<file path="src/pss_map.svh">
`ifndef PSS_MAP_SVH
`define PSS_MAP_SVH
// array organisation and bus rates
`define PSS_WIDE_DATA_W   36
`define PSS_WIDE_ADDR_W   21
`define PSS_NARROW_DATA_W 18
`define PSS_NARROW_ADDR_W 22
`define PSS_LANE_W        9
`define PSS_BURST_W       2
`define PSS_CLK_MHZ       100
`define PSS_MAX_BUS_MHZ   250
// read pipeline: first word four clocks after the strobe edge; PSS_READ_LAT is unused
`define PSS_READ_LAT      3
`define PSS_FIFO_DEPTH    32
`endif

</file>
<file path="src/pss_pkg.sv">
package pss_pkg;
  typedef enum logic [2:0] {
    PSS_IDLE  = 3'b001,
    PSS_READ  = 3'b010,
    PSS_WRITE = 3'b100
  } pss_state_e;
endpackage : pss_pkg

</file>
<file path="src/pss_sram_port.sv">
`timescale 1ns/1ps
`include "pss_map.svh"

module pss_fifo #(
  parameter int WIDTH = 36,
  parameter int DEPTH = 32
) (
  input  wire logic             clk_sys,
  input  wire logic             rst,
  input  wire logic [WIDTH-1:0] in_data,
  input  wire logic             in_valid,
  output logic                  in_ready,
  output logic [WIDTH-1:0]      out_data,
  output logic                  out_valid,
  input  wire logic             out_ready
);
  localparam int AW = $clog2(DEPTH);
  logic [WIDTH-1:0] mem_r [DEPTH];
  logic [AW-1:0]    wp_r;
  logic [AW-1:0]    rp_r;
  logic [AW:0]      cnt_r;
  wire              push = in_valid && in_ready;
  wire              pop  = out_valid && out_ready;

  // flags straight from the count, so full and empty stay honest
  assign in_ready  = (cnt_r != (AW+1)'(DEPTH));
  assign out_valid = (cnt_r != '0);
  assign out_data  = mem_r[rp_r];

  // pointers and count
  always_ff @(posedge clk_sys) begin
    if (rst) begin
      wp_r  <= '0;
      rp_r  <= '0;
      cnt_r <= '0;
    end else begin
      if (push) wp_r <= wp_r + 1'b1;
      if (pop) rp_r <= rp_r + 1'b1;
      cnt_r <= cnt_r + (AW+1)'(push) - (AW+1)'(pop);
    end
  end

  // storage carries no reset
  always_ff @(posedge clk_sys) begin
    if (push) mem_r[wp_r] <= in_data;
  end
endmodule : pss_fifo

// Notes on behaviour
// - every synchronous input is captured in a register on the clock edge
// - address and selects latch only on an edge with either address strobe
// - a two-bit burst counter supplies the low address bits
// - later burst addresses come from the counter, stepping on advance only
// - burst order is interleaved or linear, chosen by the user
// - writes register address, data and controls, then finish self-timed
// - per-lane enables qualified by the byte gate pick lanes to write
// - global write low writes every lane regardless of lane enables
// - output enable and sleep act without the clock
// - read data is registered; four-beat burst runs four-one-one-one
// - deselect takes effect within one clock of being sampled
// - three chip selects, strobes, advance and write enables are registered
// - array is 2M by 36 with four lanes or 4M by 18 with two
module pss_sram_port #(
  parameter bit WIDE   = 1'b1,
  parameter int DATA_W = WIDE ? `PSS_WIDE_DATA_W : `PSS_NARROW_DATA_W,
  parameter int ADDR_W = WIDE ? `PSS_WIDE_ADDR_W : `PSS_NARROW_ADDR_W,
  parameter int LANES  = DATA_W / `PSS_LANE_W,
  parameter int DEPTH  = `PSS_FIFO_DEPTH
) (
  input  wire logic              clk_sys,
  input  wire logic              rst,
  input  wire logic [ADDR_W-1:0] addr,
  input  wire logic [DATA_W-1:0] dq_in,
  output logic      [DATA_W-1:0] dq_out,
  output logic                   dq_oe,
  input  wire logic              pipeline_chip_sel_n,
  input  wire logic              depth_sel_high,
  input  wire logic              depth_sel_low_n,
  input  wire logic              cpu_addr_strobe_n,
  input  wire logic              ctrl_addr_strobe_n,
  input  wire logic              burst_step_request_n,
  input  wire logic [LANES-1:0]  byte_lane_write_n,
  input  wire logic              byte_write_gate_n,
  input  wire logic              all_lanes_write_n,
  input  wire logic              out_enable_n,
  input  wire logic              sleep_request,
  input  wire logic              linear_order,
  output logic                   asleep,
  output logic [ADDR_W-1:0]      mem_addr,
  output logic [DATA_W-1:0]      mem_wdata,
  output logic [LANES-1:0]       mem_lane_we,
  output logic                   mem_req_valid,
  input  wire logic              mem_req_ready,
  input  wire logic [DATA_W-1:0] mem_rdata
);
  localparam int BW = `PSS_BURST_W;

  // registered copies of the pins, named for what each pin does
  logic [ADDR_W-1:0] addr_r;
  logic [DATA_W-1:0] din_r;
  logic              pcs_n_r;   // pipelining select
  logic              dsh_r;     // depth select, active high
  logic              dsl_n_r;   // depth select, active low
  logic              cstb_n_r;  // processor address strobe
  logic              kstb_n_r;  // controller address strobe
  logic              step_n_r;  // burst step request
  logic [LANES-1:0]  lane_n_r;
  logic              gate_n_r;
  logic              glob_n_r;
  logic              lin_r;
  // burst state
  logic [ADDR_W-1:0] base_r;
  logic [BW-1:0]     cnt_r;
  logic              sel_r;
  logic              ord_r;
  pss_pkg::pss_state_e state_r;
  // write beat kept with its address; later pin edges other than a strobe cannot disturb it
  logic [LANES-1:0]  wlanes_r;
  logic [DATA_W-1:0] wdata_r;
  // read pipeline
  logic [DATA_W-1:0] dout_r;
  logic              dout_v_r;
  logic              rd_pend_r;

  // interleaved order xors the counter into the start bits; linear adds
  function automatic logic [BW-1:0] beat_lo(input logic [BW-1:0] start,
                                            input logic [BW-1:0] cnt,
                                            input logic          lin);
    beat_lo = lin ? BW'(start + cnt) : (start ^ cnt);
  endfunction : beat_lo

  // decode of the registered controls
  wire strobe   = !cstb_n_r || !kstb_n_r;
  wire chip_on  = !pcs_n_r && dsh_r && !dsl_n_r;
  wire advance  = !strobe && !step_n_r && sel_r;
  wire all_wr   = !glob_n_r;
  wire [LANES-1:0] lane_we = all_wr ? {LANES{1'b1}}
                           : (gate_n_r ? '0 : ~lane_n_r);
  // a processor strobe always reads first; a write needs a later edge
  wire is_write = (lane_we != '0) && cstb_n_r;
  wire [ADDR_W-1:0] cur_addr = {base_r[ADDR_W-1:BW],
                                beat_lo(base_r[BW-1:0], cnt_r, ord_r)};
  wire busy     = (state_r != pss_pkg::PSS_IDLE);
  wire mem_go   = busy && !asleep;
  wire accept   = mem_go && mem_req_ready;
  // a beat that the array has not taken yet must stay exactly as it is unless a strobe replaces it
  wire stalled  = busy && !accept;
  wire load_wr  = (strobe && chip_on && is_write)
                  || (advance && !stalled && (lane_we != '0));

  // pin capture on every edge
  always_ff @(posedge clk_sys) begin
    addr_r   <= addr;
    din_r    <= dq_in;
    pcs_n_r  <= pipeline_chip_sel_n;
    dsh_r    <= depth_sel_high;
    dsl_n_r  <= depth_sel_low_n;
    cstb_n_r <= cpu_addr_strobe_n;
    kstb_n_r <= ctrl_addr_strobe_n;
    step_n_r <= burst_step_request_n;
    lane_n_r <= byte_lane_write_n;
    gate_n_r <= byte_write_gate_n;
    glob_n_r <= all_lanes_write_n;
    lin_r    <= linear_order;
  end

  // address latch and burst counter
  always_ff @(posedge clk_sys) begin
    if (rst) begin
      base_r <= '0;
      cnt_r  <= '0;
      sel_r  <= 1'b0;
      ord_r  <= 1'b0;
    end else if (strobe) begin
      base_r <= addr_r;
      sel_r  <= chip_on;
      cnt_r  <= '0;
      ord_r  <= lin_r;
    end else if (advance && !stalled) begin
      cnt_r <= cnt_r + 1'b1;
    end
  end

  // one array beat per selecting strobe or advance; a stall holds the beat unless a new strobe arrives
  always_ff @(posedge clk_sys) begin
    if (rst) state_r <= pss_pkg::PSS_IDLE;
    else if (strobe && chip_on)
      state_r <= is_write ? pss_pkg::PSS_WRITE : pss_pkg::PSS_READ;
    else if (strobe)
      state_r <= pss_pkg::PSS_IDLE;
    else if (stalled)
      state_r <= state_r;
    else if (advance)
      state_r <= (lane_we != '0) ? pss_pkg::PSS_WRITE
                                 : pss_pkg::PSS_READ;
    else
      state_r <= pss_pkg::PSS_IDLE;
  end

  // write lanes and data are frozen with the address that goes with them
  always_ff @(posedge clk_sys) begin
    if (rst) begin
      wlanes_r <= '0;
      wdata_r  <= '0;
    end else if (load_wr) begin
      wlanes_r <= lane_we;
      wdata_r  <= din_r;
    end
  end

  // self-timed array request; a stall holds the beat in state_r until accepted or replaced by a strobe
  assign mem_addr  = cur_addr;
  assign mem_wdata = wdata_r;
  always_comb begin
    case (state_r)
      pss_pkg::PSS_WRITE: mem_lane_we = wlanes_r;
      pss_pkg::PSS_READ:  mem_lane_we = '0;
      pss_pkg::PSS_IDLE:  mem_lane_we = '0;
      default:            mem_lane_we = '0;
    endcase
  end
  assign mem_req_valid = mem_go;

  // read return path through a fifo of DEPTH words
  logic [DATA_W-1:0] f_data;
  logic              f_valid;
  logic              f_in_ready;
  wire               rd_beat = accept
                               && (state_r == pss_pkg::PSS_READ);
  pss_fifo #(.WIDTH(DATA_W), .DEPTH(DEPTH)) u_fifo (
    .clk_sys   (clk_sys),
    .rst       (rst),
    .in_data   (mem_rdata),
    .in_valid  (rd_pend_r),
    .in_ready  (f_in_ready),
    .out_data  (f_data),
    .out_valid (f_valid),
    .out_ready (1'b1)
  );

  // output register gives the fourth-clock first word
  always_ff @(posedge clk_sys) begin
    if (rst) begin
      rd_pend_r <= 1'b0;
      dout_r    <= '0;
      dout_v_r  <= 1'b0;
    end else begin
      rd_pend_r <= rd_beat && f_in_ready;
      dout_v_r  <= f_valid && sel_r;
      if (f_valid) dout_r <= f_data;
    end
  end

  // oe and sleep bypass the clock entirely
  assign asleep = sleep_request;
  assign dq_out = dout_r;
  assign dq_oe  = !out_enable_n && dout_v_r && sel_r
                  && !asleep;

  // sizing lives in the parameters; the clock rate limit is the
  // controller's to keep, so nothing here enforces it
  AST_LATCH_ON_STROBE: assert property (@(posedge clk_sys) disable iff (rst)
    strobe |=> base_r == $past(addr_r))
    else $error("address not latched on strobe");
  AST_HOLD_NO_STROBE: assert property (@(posedge clk_sys) disable iff (rst)
    !strobe && !advance |=> $stable(base_r) && $stable(cnt_r))
    else $error("burst state moved without cause");
  AST_STEP: assert property (@(posedge clk_sys) disable iff (rst)
    advance && !stalled |=> cnt_r == $past(cnt_r) + 2'd1)
    else $error("burst counter failed to step");
  AST_WRAP: assert property (@(posedge clk_sys) disable iff (rst)
    !strobe |=> base_r[ADDR_W-1:BW] == $past(base_r[ADDR_W-1:BW]))
    else $error("burst carried into upper address");
  AST_GLOBAL: assert property (@(posedge clk_sys) disable iff (rst)
    !glob_n_r |-> lane_we == {LANES{1'b1}})
    else $error("global write missed a lane");
  AST_GATE: assert property (@(posedge clk_sys) disable iff (rst)
    glob_n_r && gate_n_r |-> lane_we == '0)
    else $error("lane written without gate");
  AST_DESELECT: assert property (@(posedge clk_sys) disable iff (rst)
    strobe && !chip_on |=> !sel_r ##1 !dq_oe)
    else $error("deselect too slow");
  AST_FLOAT: assert property (@(posedge clk_sys) disable iff (rst)
    out_enable_n || sleep_request |-> !dq_oe)
    else $error("driving while disabled");
  AST_ORDER: assert property (@(posedge clk_sys) disable iff (rst)
    !ord_r |-> cur_addr[BW-1:0] == (base_r[BW-1:0] ^ cnt_r))
    else $error("interleaved order wrong");
  AST_WRITE_HELD: assert property (@(posedge clk_sys) disable iff (rst)
    strobe && chip_on && is_write
    |=> mem_lane_we == $past(lane_we) && mem_wdata == $past(din_r))
    else $error("write beat not registered with its address");
  AST_STALL_HOLD: assert property (@(posedge clk_sys) disable iff (rst)
    stalled && !strobe |=> $stable(mem_addr) && $stable(state_r))
    else $error("stalled beat changed");
  AST_CAPTURE: assert property (@(posedge clk_sys) disable iff (rst)
    1'b1 |=> addr_r == $past(addr) && din_r == $past(dq_in))
    else $error("pin not captured on the edge");
  AST_SLEEP_QUIET: assert property (@(posedge clk_sys) disable iff (rst)
    sleep_request |-> !mem_req_valid && asleep)
    else $error("array request while asleep");
  AST_READ_LAT: assert property (@(posedge clk_sys) disable iff (rst)
    rd_beat && f_in_ready |-> ##3 (dout_v_r || !sel_r))
    else $error("read word late at the output register");
  COV_READ:  cover property (@(posedge clk_sys) rd_beat ##2 dout_v_r);
  COV_WRITE: cover property (@(posedge clk_sys)
    state_r == pss_pkg::PSS_WRITE && mem_req_ready);
  COV_BURST: cover property (@(posedge clk_sys)
    advance ##1 advance ##1 advance);
  COV_STALL: cover property (@(posedge clk_sys) stalled);
  COV_DESEL: cover property (@(posedge clk_sys) strobe && !chip_on);
endmodule : pss_sram_port

</file>
<file path="config.mk">
export PLATFORM = sky130hd
export DESIGN_NAME = pss_sram_port
export DESIGN_NICKNAME = d
export VERILOG_FILES = /design/src/pss_pkg.sv /design/src/pss_sram_port.sv
export VERILOG_INCLUDE_DIRS = /design/src
export SDC_FILE = /design/constraint.sdc
export NUM_CORES = 1
export LEC_CHECK = 0
export BUFFER_PORTS_ARGS = -buffer_cell sky130_fd_sc_hd__buf_2
export CORE_MARGIN = 2
export CORE_UTILIZATION = 30
export CTS_CLUSTER_DIAMETER = 100
export DETAILED_ROUTE_END_ITERATION = 10
export SYNTH_ARGS = -nofsm -noshare
export SYNTH_HDL_FRONTEND = slang
export SYNTH_SLANG_ARGS = --single-unit
</file>
<file path="constraint.sdc">
create_clock -name clk_sys -period 4.9 [get_ports clk_sys]
set_clock_uncertainty 0.1 [all_clocks]
set_input_delay 0.49 -clock clk_sys [delete_from_list [all_inputs] [get_ports clk_sys]]
set_output_delay 0.49 -clock clk_sys [all_outputs]
set_load 0.01 [all_outputs]
</file>
Word level (Yosys, flattened, before mapping)
Memories as Yosys holds them, arrays and structs flattened. A register that Yosys moved wholly into a read port is not among the register bits.
Cells that the tools add are included.
- register bits: 156
- RAM bits: 1152
- bits of input ports: 111
- output and inout port bits: 100
- memories kept: 1
- memory list (name ; words ; width ; rd ports ; clocked after memory_dff ; write ports ; RTL line ; source):
    u_fifo.mem_r ; 32 ; 36 ; 1 ; 1 ; 1 ; pss_sram_port.sv:18 ; logic [WIDTH-1:0] mem_r [DEPTH];
- $add $sub $neg: 6
- eq/ne operators: 5
- muxes and demuxes: 12
- bitwise operators: 2
- reductions and logical operators: 34
- operator list (kind ; count):
    1-bit logical AND ; 19
    3-bit 2-to-1 mux ; 6
    4-bit 2-to-1 mux ; 3
    5-bit by 1-bit adder with 5-bit output (second input constant) ; 2
    1-bit zero test ; 10
    6-bit by 1-bit adder with 6-bit output ; 1
    6-bit != test (second input constant) ; 1
    6-bit nonzero test ; 1
    6-bit by 1-bit subtractor with 6-bit output ; 1
    4-bit inverter ; 1
    4-bit nonzero test ; 1
    3-bit by 2-bit equality test with 1-bit output (second input constant) ; 1
    3-bit equality test (second input constant) ; 1
    3-bit by 1-bit != test with 1-bit output (second input constant) ; 1
    3-bit by 2-bit != test with 1-bit output (second input constant) ; 1
    2-bit by 1-bit adder with 2-bit output (second input constant) ; 1
    2-bit adder ; 1
    1-bit logical OR ; 2
    1-bit 2-to-1 mux ; 2
    2-bit 2-to-1 mux ; 1
    2-bit OR reduction ; 1
    2-bit bitwise XOR ; 1

Logic depth before layout (Yosys ltp)
- word-level depth: 9
- mapped depth: 15

Modules after synthesis
A second synthesis with hierarchy kept.
- cell total of the unflattened synthesis: 2808
- area total of the unflattened synthesis: 50956.4 um^2
- by module, submodules not included (module ; times used ; cells an instance ; area each (um^2) ; sequential area each (um^2)):
    pss_fifo ; 1 ; 2274 ; 45169.6 ; 35013.6
    pss_sram_port ; 1 ; 534 ; 5786.8 ; 3523.4

Least setup slack after synthesis
OpenSTA, ideal clock, no wires.
- path type: register -> register
- start point: register u_fifo.cnt_r[2]
- end point: memory u_fifo.mem_r[31][0], enable pin
- library setup time: 0.429 ns
- arrival time: 2.890 ns
- slack: 1.480 ns
- cell stages (with the launch flop): 8
- cells stage by stage: dfxtp_1 inv_1 ha_1 nor4bb_1 nor2b_1 clkbuf_1 nand2_1 nor2_1
- cells in the longest elaborated chain, start to end: 4
- ends and longest elaborated chain (item ; RTL line ; source):
    start, declared ; pss_sram_port.sv:21 ; logic [AW:0] cnt_r;
    start signal, assigned ; pss_sram_port.sv:39 ; cnt_r <= cnt_r + (AW+1)'(push) - (AW+1)'(pop);
    6-bit != test ; pss_sram_port.sv:26 ; assign in_ready = (cnt_r != (AW+1)'(DEPTH));
    1-bit logical AND ; pss_sram_port.sv:22 ; wire push = in_valid && in_ready;
    1-bit 2-to-1 mux ; pss_sram_port.sv:45 ; if (push) mem_r[wp_r] <= in_data;
    1-bit 2-to-1 mux (not written as such) ; pss_sram_port.sv:45 ;
    end, declared ; pss_sram_port.sv:18 ;
No other way between the ends.

Worst setup path after layout
- start point: register u_fifo.cnt_r[2]
- end point: memory u_fifo.mem_r[12][4], enable pin
Same word-level chain as after synthesis.

==> results.ini <==
[die]
core_sq_um=167200
start_util_pct=30.22
die_area_sq_um=171800
fp.dieW_microns=414.4
die_h_microns=414.4
num_io_pins=211
row_count=150

[worst_setup_path]
cp_max_fo=23
critPathCaptureType=register
r2r_cells=8
worstSetupPathType=register to register
startpoint=u_fifo.cnt_r[2]
path_depth=8
worstPathArrival_ns=3.61
crit_path_cell_trace=inv_1 > ha_1 > nor4bb_1 > nor2b_1 > nand2_1 > buf_4 > nor2_4 > buf_4
slowest_stage=nor2b_1
cp_top_family=simple AND/OR/NAND/NOR gates
worstSetupEndpoint=u_fifo.mem_r[12][4]
reg2reg_slack_ns=1.62
critPathMaxStageDelay_ns=0.81
rr_startpoint=u_fifo.cnt_r[2]
path_common_cell=buf_4
cp.required_ns=5.22
critPathLaunchType=register
timing.rr.end=u_fifo.mem_r[12][4]
cp_num_buf_inv=3

[cts]
clk_path_buf_depth=3
clkLatencyLatePin_ns=0.77
h-tree-depth=4
numCtsBuffers=145
postCtsSetupBuffers=0
clk_pin_slew_ns=0.06
cts_num_sinks=1344
root_buffer=clkbuf_16
cts_tree=built

[global_routing]
grt_pass1_wl_mm=187.4
grt_max_degree=98
grt_pass1_vias=25619
grtUsageTotal_pct=14.88
antenna_found_initial=8
grt_overflow_total=0

[layout]
area_delta_synth_final_pct=17.81
drive_gt1_share_pct=21.34
nets=3195
fillers=15464
stdcell_count=5390

[synthesis]
syn-num-nets=2866
ys_warn_count=0
ys_async_sr_fraction_pct=0
synth.top_cell.area_share_pct=68.45
synthFlopType=edfxtp_1
synth_seq_area_share_pct=76.06
synth-edff-count=1152
syn_area_per_cell_sq_um=18.45
ys_ff_latch=1344
synth_cell_types=48
postSynthCellCount=2739
yosys-top-cells-area=edfxtp_1 68%, mux2i_1 8.0%, dfxtp_1 7.6%, mux4_2 6.4%, o22ai_1 1.7%
syn_area_sq_um=50540
yosysTopAreaCell=edfxtp_1

[placement]
place_inst=5055
place_congestion=0.8394
port_buffers=210
hpwl_mm=80.72
dpl_worst_slack_ns=1.641

[route]
drc=0
num_vias=26342
drtIter0Drc=2867
detail_route.first_pass.iterations=5
route.antenna.remaining_nets=0
routed_wl_mm=130.7
viasPerCell=4.887
wl_per_cell_microns=24.24

[power]
pwr-share-comb_pct=17.0
p_sw_share_pct=27.12
powerDensity_nw_per_um2=478.7
switchingPower_mw=7.731
ir_drop_uv=238.6
internal-power_mw=20.77
p_seq_share_pct=46.0
power_frac_clock_pct=37.0
p_leak_nw=19.35

[timing]
grt_setup_unrepaired=false
hold_ws_ns=0.1005
final.setup.tns_ns=0
layout_setup_ws_ns=1.617
slew_headroom_pct=30.58
tightest_slew_ns=1.039
period_share_pct=67.01
min_period_ns=3.283
setup_viol=0
maxSlewViolCount=0
max_freq_ghz=0.3046
hold_violations=0

[hold_path]
hp-start=sleep_request
hp-class=input pin to register

[status]
status=finished, final reports clean

[job]
maxCapViolCount=0

registers in the layout, indices dropped and copies added, names as in the netlist, 2 cells and up:
| signal | cells |
|---|---|
| u_fifo.wp_r | 5 |
| u_fifo.mem_r | 1152 |
| addr_r | 21 |
| wlanes_r | 4 |
| lane_n_r | 4 |
| u_fifo.cnt_r | 6 |
| u_fifo.rp_r | 5 |
| din_r | 36 |
| mem_wdata | 36 |
| state_r | 3 |
| cnt_r | 2 |
| dq_out | 36 |
| base_r | 21 |
cells by family after synthesis:
kind of cell | count (synthesis) | synth area share, %
flip-flops | 1344 | 76.06
multiplexers | 548 | 14.42
AND/OR/NAND/NOR | 374 | 3.422
AO/OA/AOI/OAI | 257 | 3.154
buffers and inverters | 185 | 2.275
adder cells (fa/ha/maj) | 16 | 0.4110
XOR/XNOR | 15 | 0.2599
placed cells by master (no fill, tap or decap), types with 5 or more instances in the layout:
cell and n:
mux2i_1 403, clkinv_1 23, o22ai_1 141, bufinv_16 6
inv_6 9, nand2_1 57, clkbuf_16 151, a22oi_1 36
o21ai_0 41, xor2_1 10, clkbuf_1 33, nand3b_1 7
mux4_2 144, nor2_4 32, buf_12 13, dlygate4sd3_1 70
ha_1 15, nor2_1 134, buf_2 209, nor2b_1 5
xnor2_1 5, edfxtp_1 1152, a21oi_1 28, buf_4 59
dfxtp_1 188, clkinv_2 22, inv_1 15, and2_1 5
nor3_1 73, and3_1 35
worst min-delay path by stage:
| stage | end | slack [ns] | cells after the start |
|---|---|---|---|
| finish | rd_pend_r | 0.10 | 4 |
| global route | mem_wdata[14] | 0.12 | 2 |
| CTS | mem_wdata[11] | 0.08 | 2 |
| detailed placement | base_r[5] | 0.33 | 2 |
| global placement | base_r[10] | 0.32 | 2 |
| floorplan | base_r[0] | 0.32 | 2 |
metal layers:
metal	track usage, %	share of wire, %	vias up
li1	-	-	11504
met4	4.600	2.5	2
met5	0	0.0054	-
met2	21.72	44	1069
met3	4.236	9.0	186
met1	21.34	44	13581
repair_timing:
item                      CTS  global route
gates resized for setup     0             0
hold endpoints to repair   70             0
hold buffers               70             0
metrics by stage:
step / util [%] / total power [mW] / cell area [sq um]
after floorplan: - / 16.41 / 50540
after global placement: 32.45 / 18.22 / 54260
after detailed placement: 32.45 / 18.21 / 54260
after CTS: 35.60 / 28.82 / 59530
after global routing: 35.60 / 29.54 / 59530
final: 35.60 / 28.50 / 59540
final cells by class:
| type | instances | area (sq um) | area share (%) |
|---|---|---|---|
| Sequential cell | 1344 | 38450 | 64.58 |
| Multi-Input combinational cell | 1210 | 11240 | 18.88 |
| Clock buffer | 189 | 3963 | 6.655 |
| Tap cell | 2204 | 2758 | 4.632 |
| Timing Repair Buffer | 352 | 2461 | 4.134 |
| Clock inverter | 72 | 604.3 | 1.015 |
| Inverter | 15 | 56.30 | 0.09457 |
| Antenna cell | 4 | 10.01 | 0.01681 |
power by group through the flow:
| stage | sequential [mW] | combinational, mW | clock [mW] |
|---|---|---|---|
| 2_1_floorplan | 13.1 | 3.36 | 0 |
| 3_3_place_gp | 13.4 | 4.81 | 0 |
| 3_5_place_dp | 13.4 | 4.82 | 0 |
| 4_1_cts | 13.2 | 4.87 | 10.8 |
| 5_1_grt | 13.2 | 5.15 | 11.2 |
| 6_report | 13.1 | 4.83 | 10.5 |
worst reg2reg max path, delay by kind of cell (launching register included):
kind	cells	cell delay [ns]
flops	1	0.34
simple gates	4	1.51
buf+inv	3	0.74
fa+ha+maj	1	0.24
Yosys cell counts, types with 36 or more instances:
| cell type | number |
|---|---|
| nor2_1 | 166 |
| buf_6 | 37 |
| edfxtp_1 | 1152 |
| o22ai_1 | 141 |
| nand2_1 | 58 |
| a22oi_1 | 36 |
| clkbuf_1 | 52 |
| dfxtp_1 | 192 |
| mux2i_1 | 403 |
| o21ai_0 | 41 |
| nor3_1 | 73 |
| mux4_2 | 144 |
| buf_2 | 46 |
Note: power is estimated with default switching activity, not from simulation.
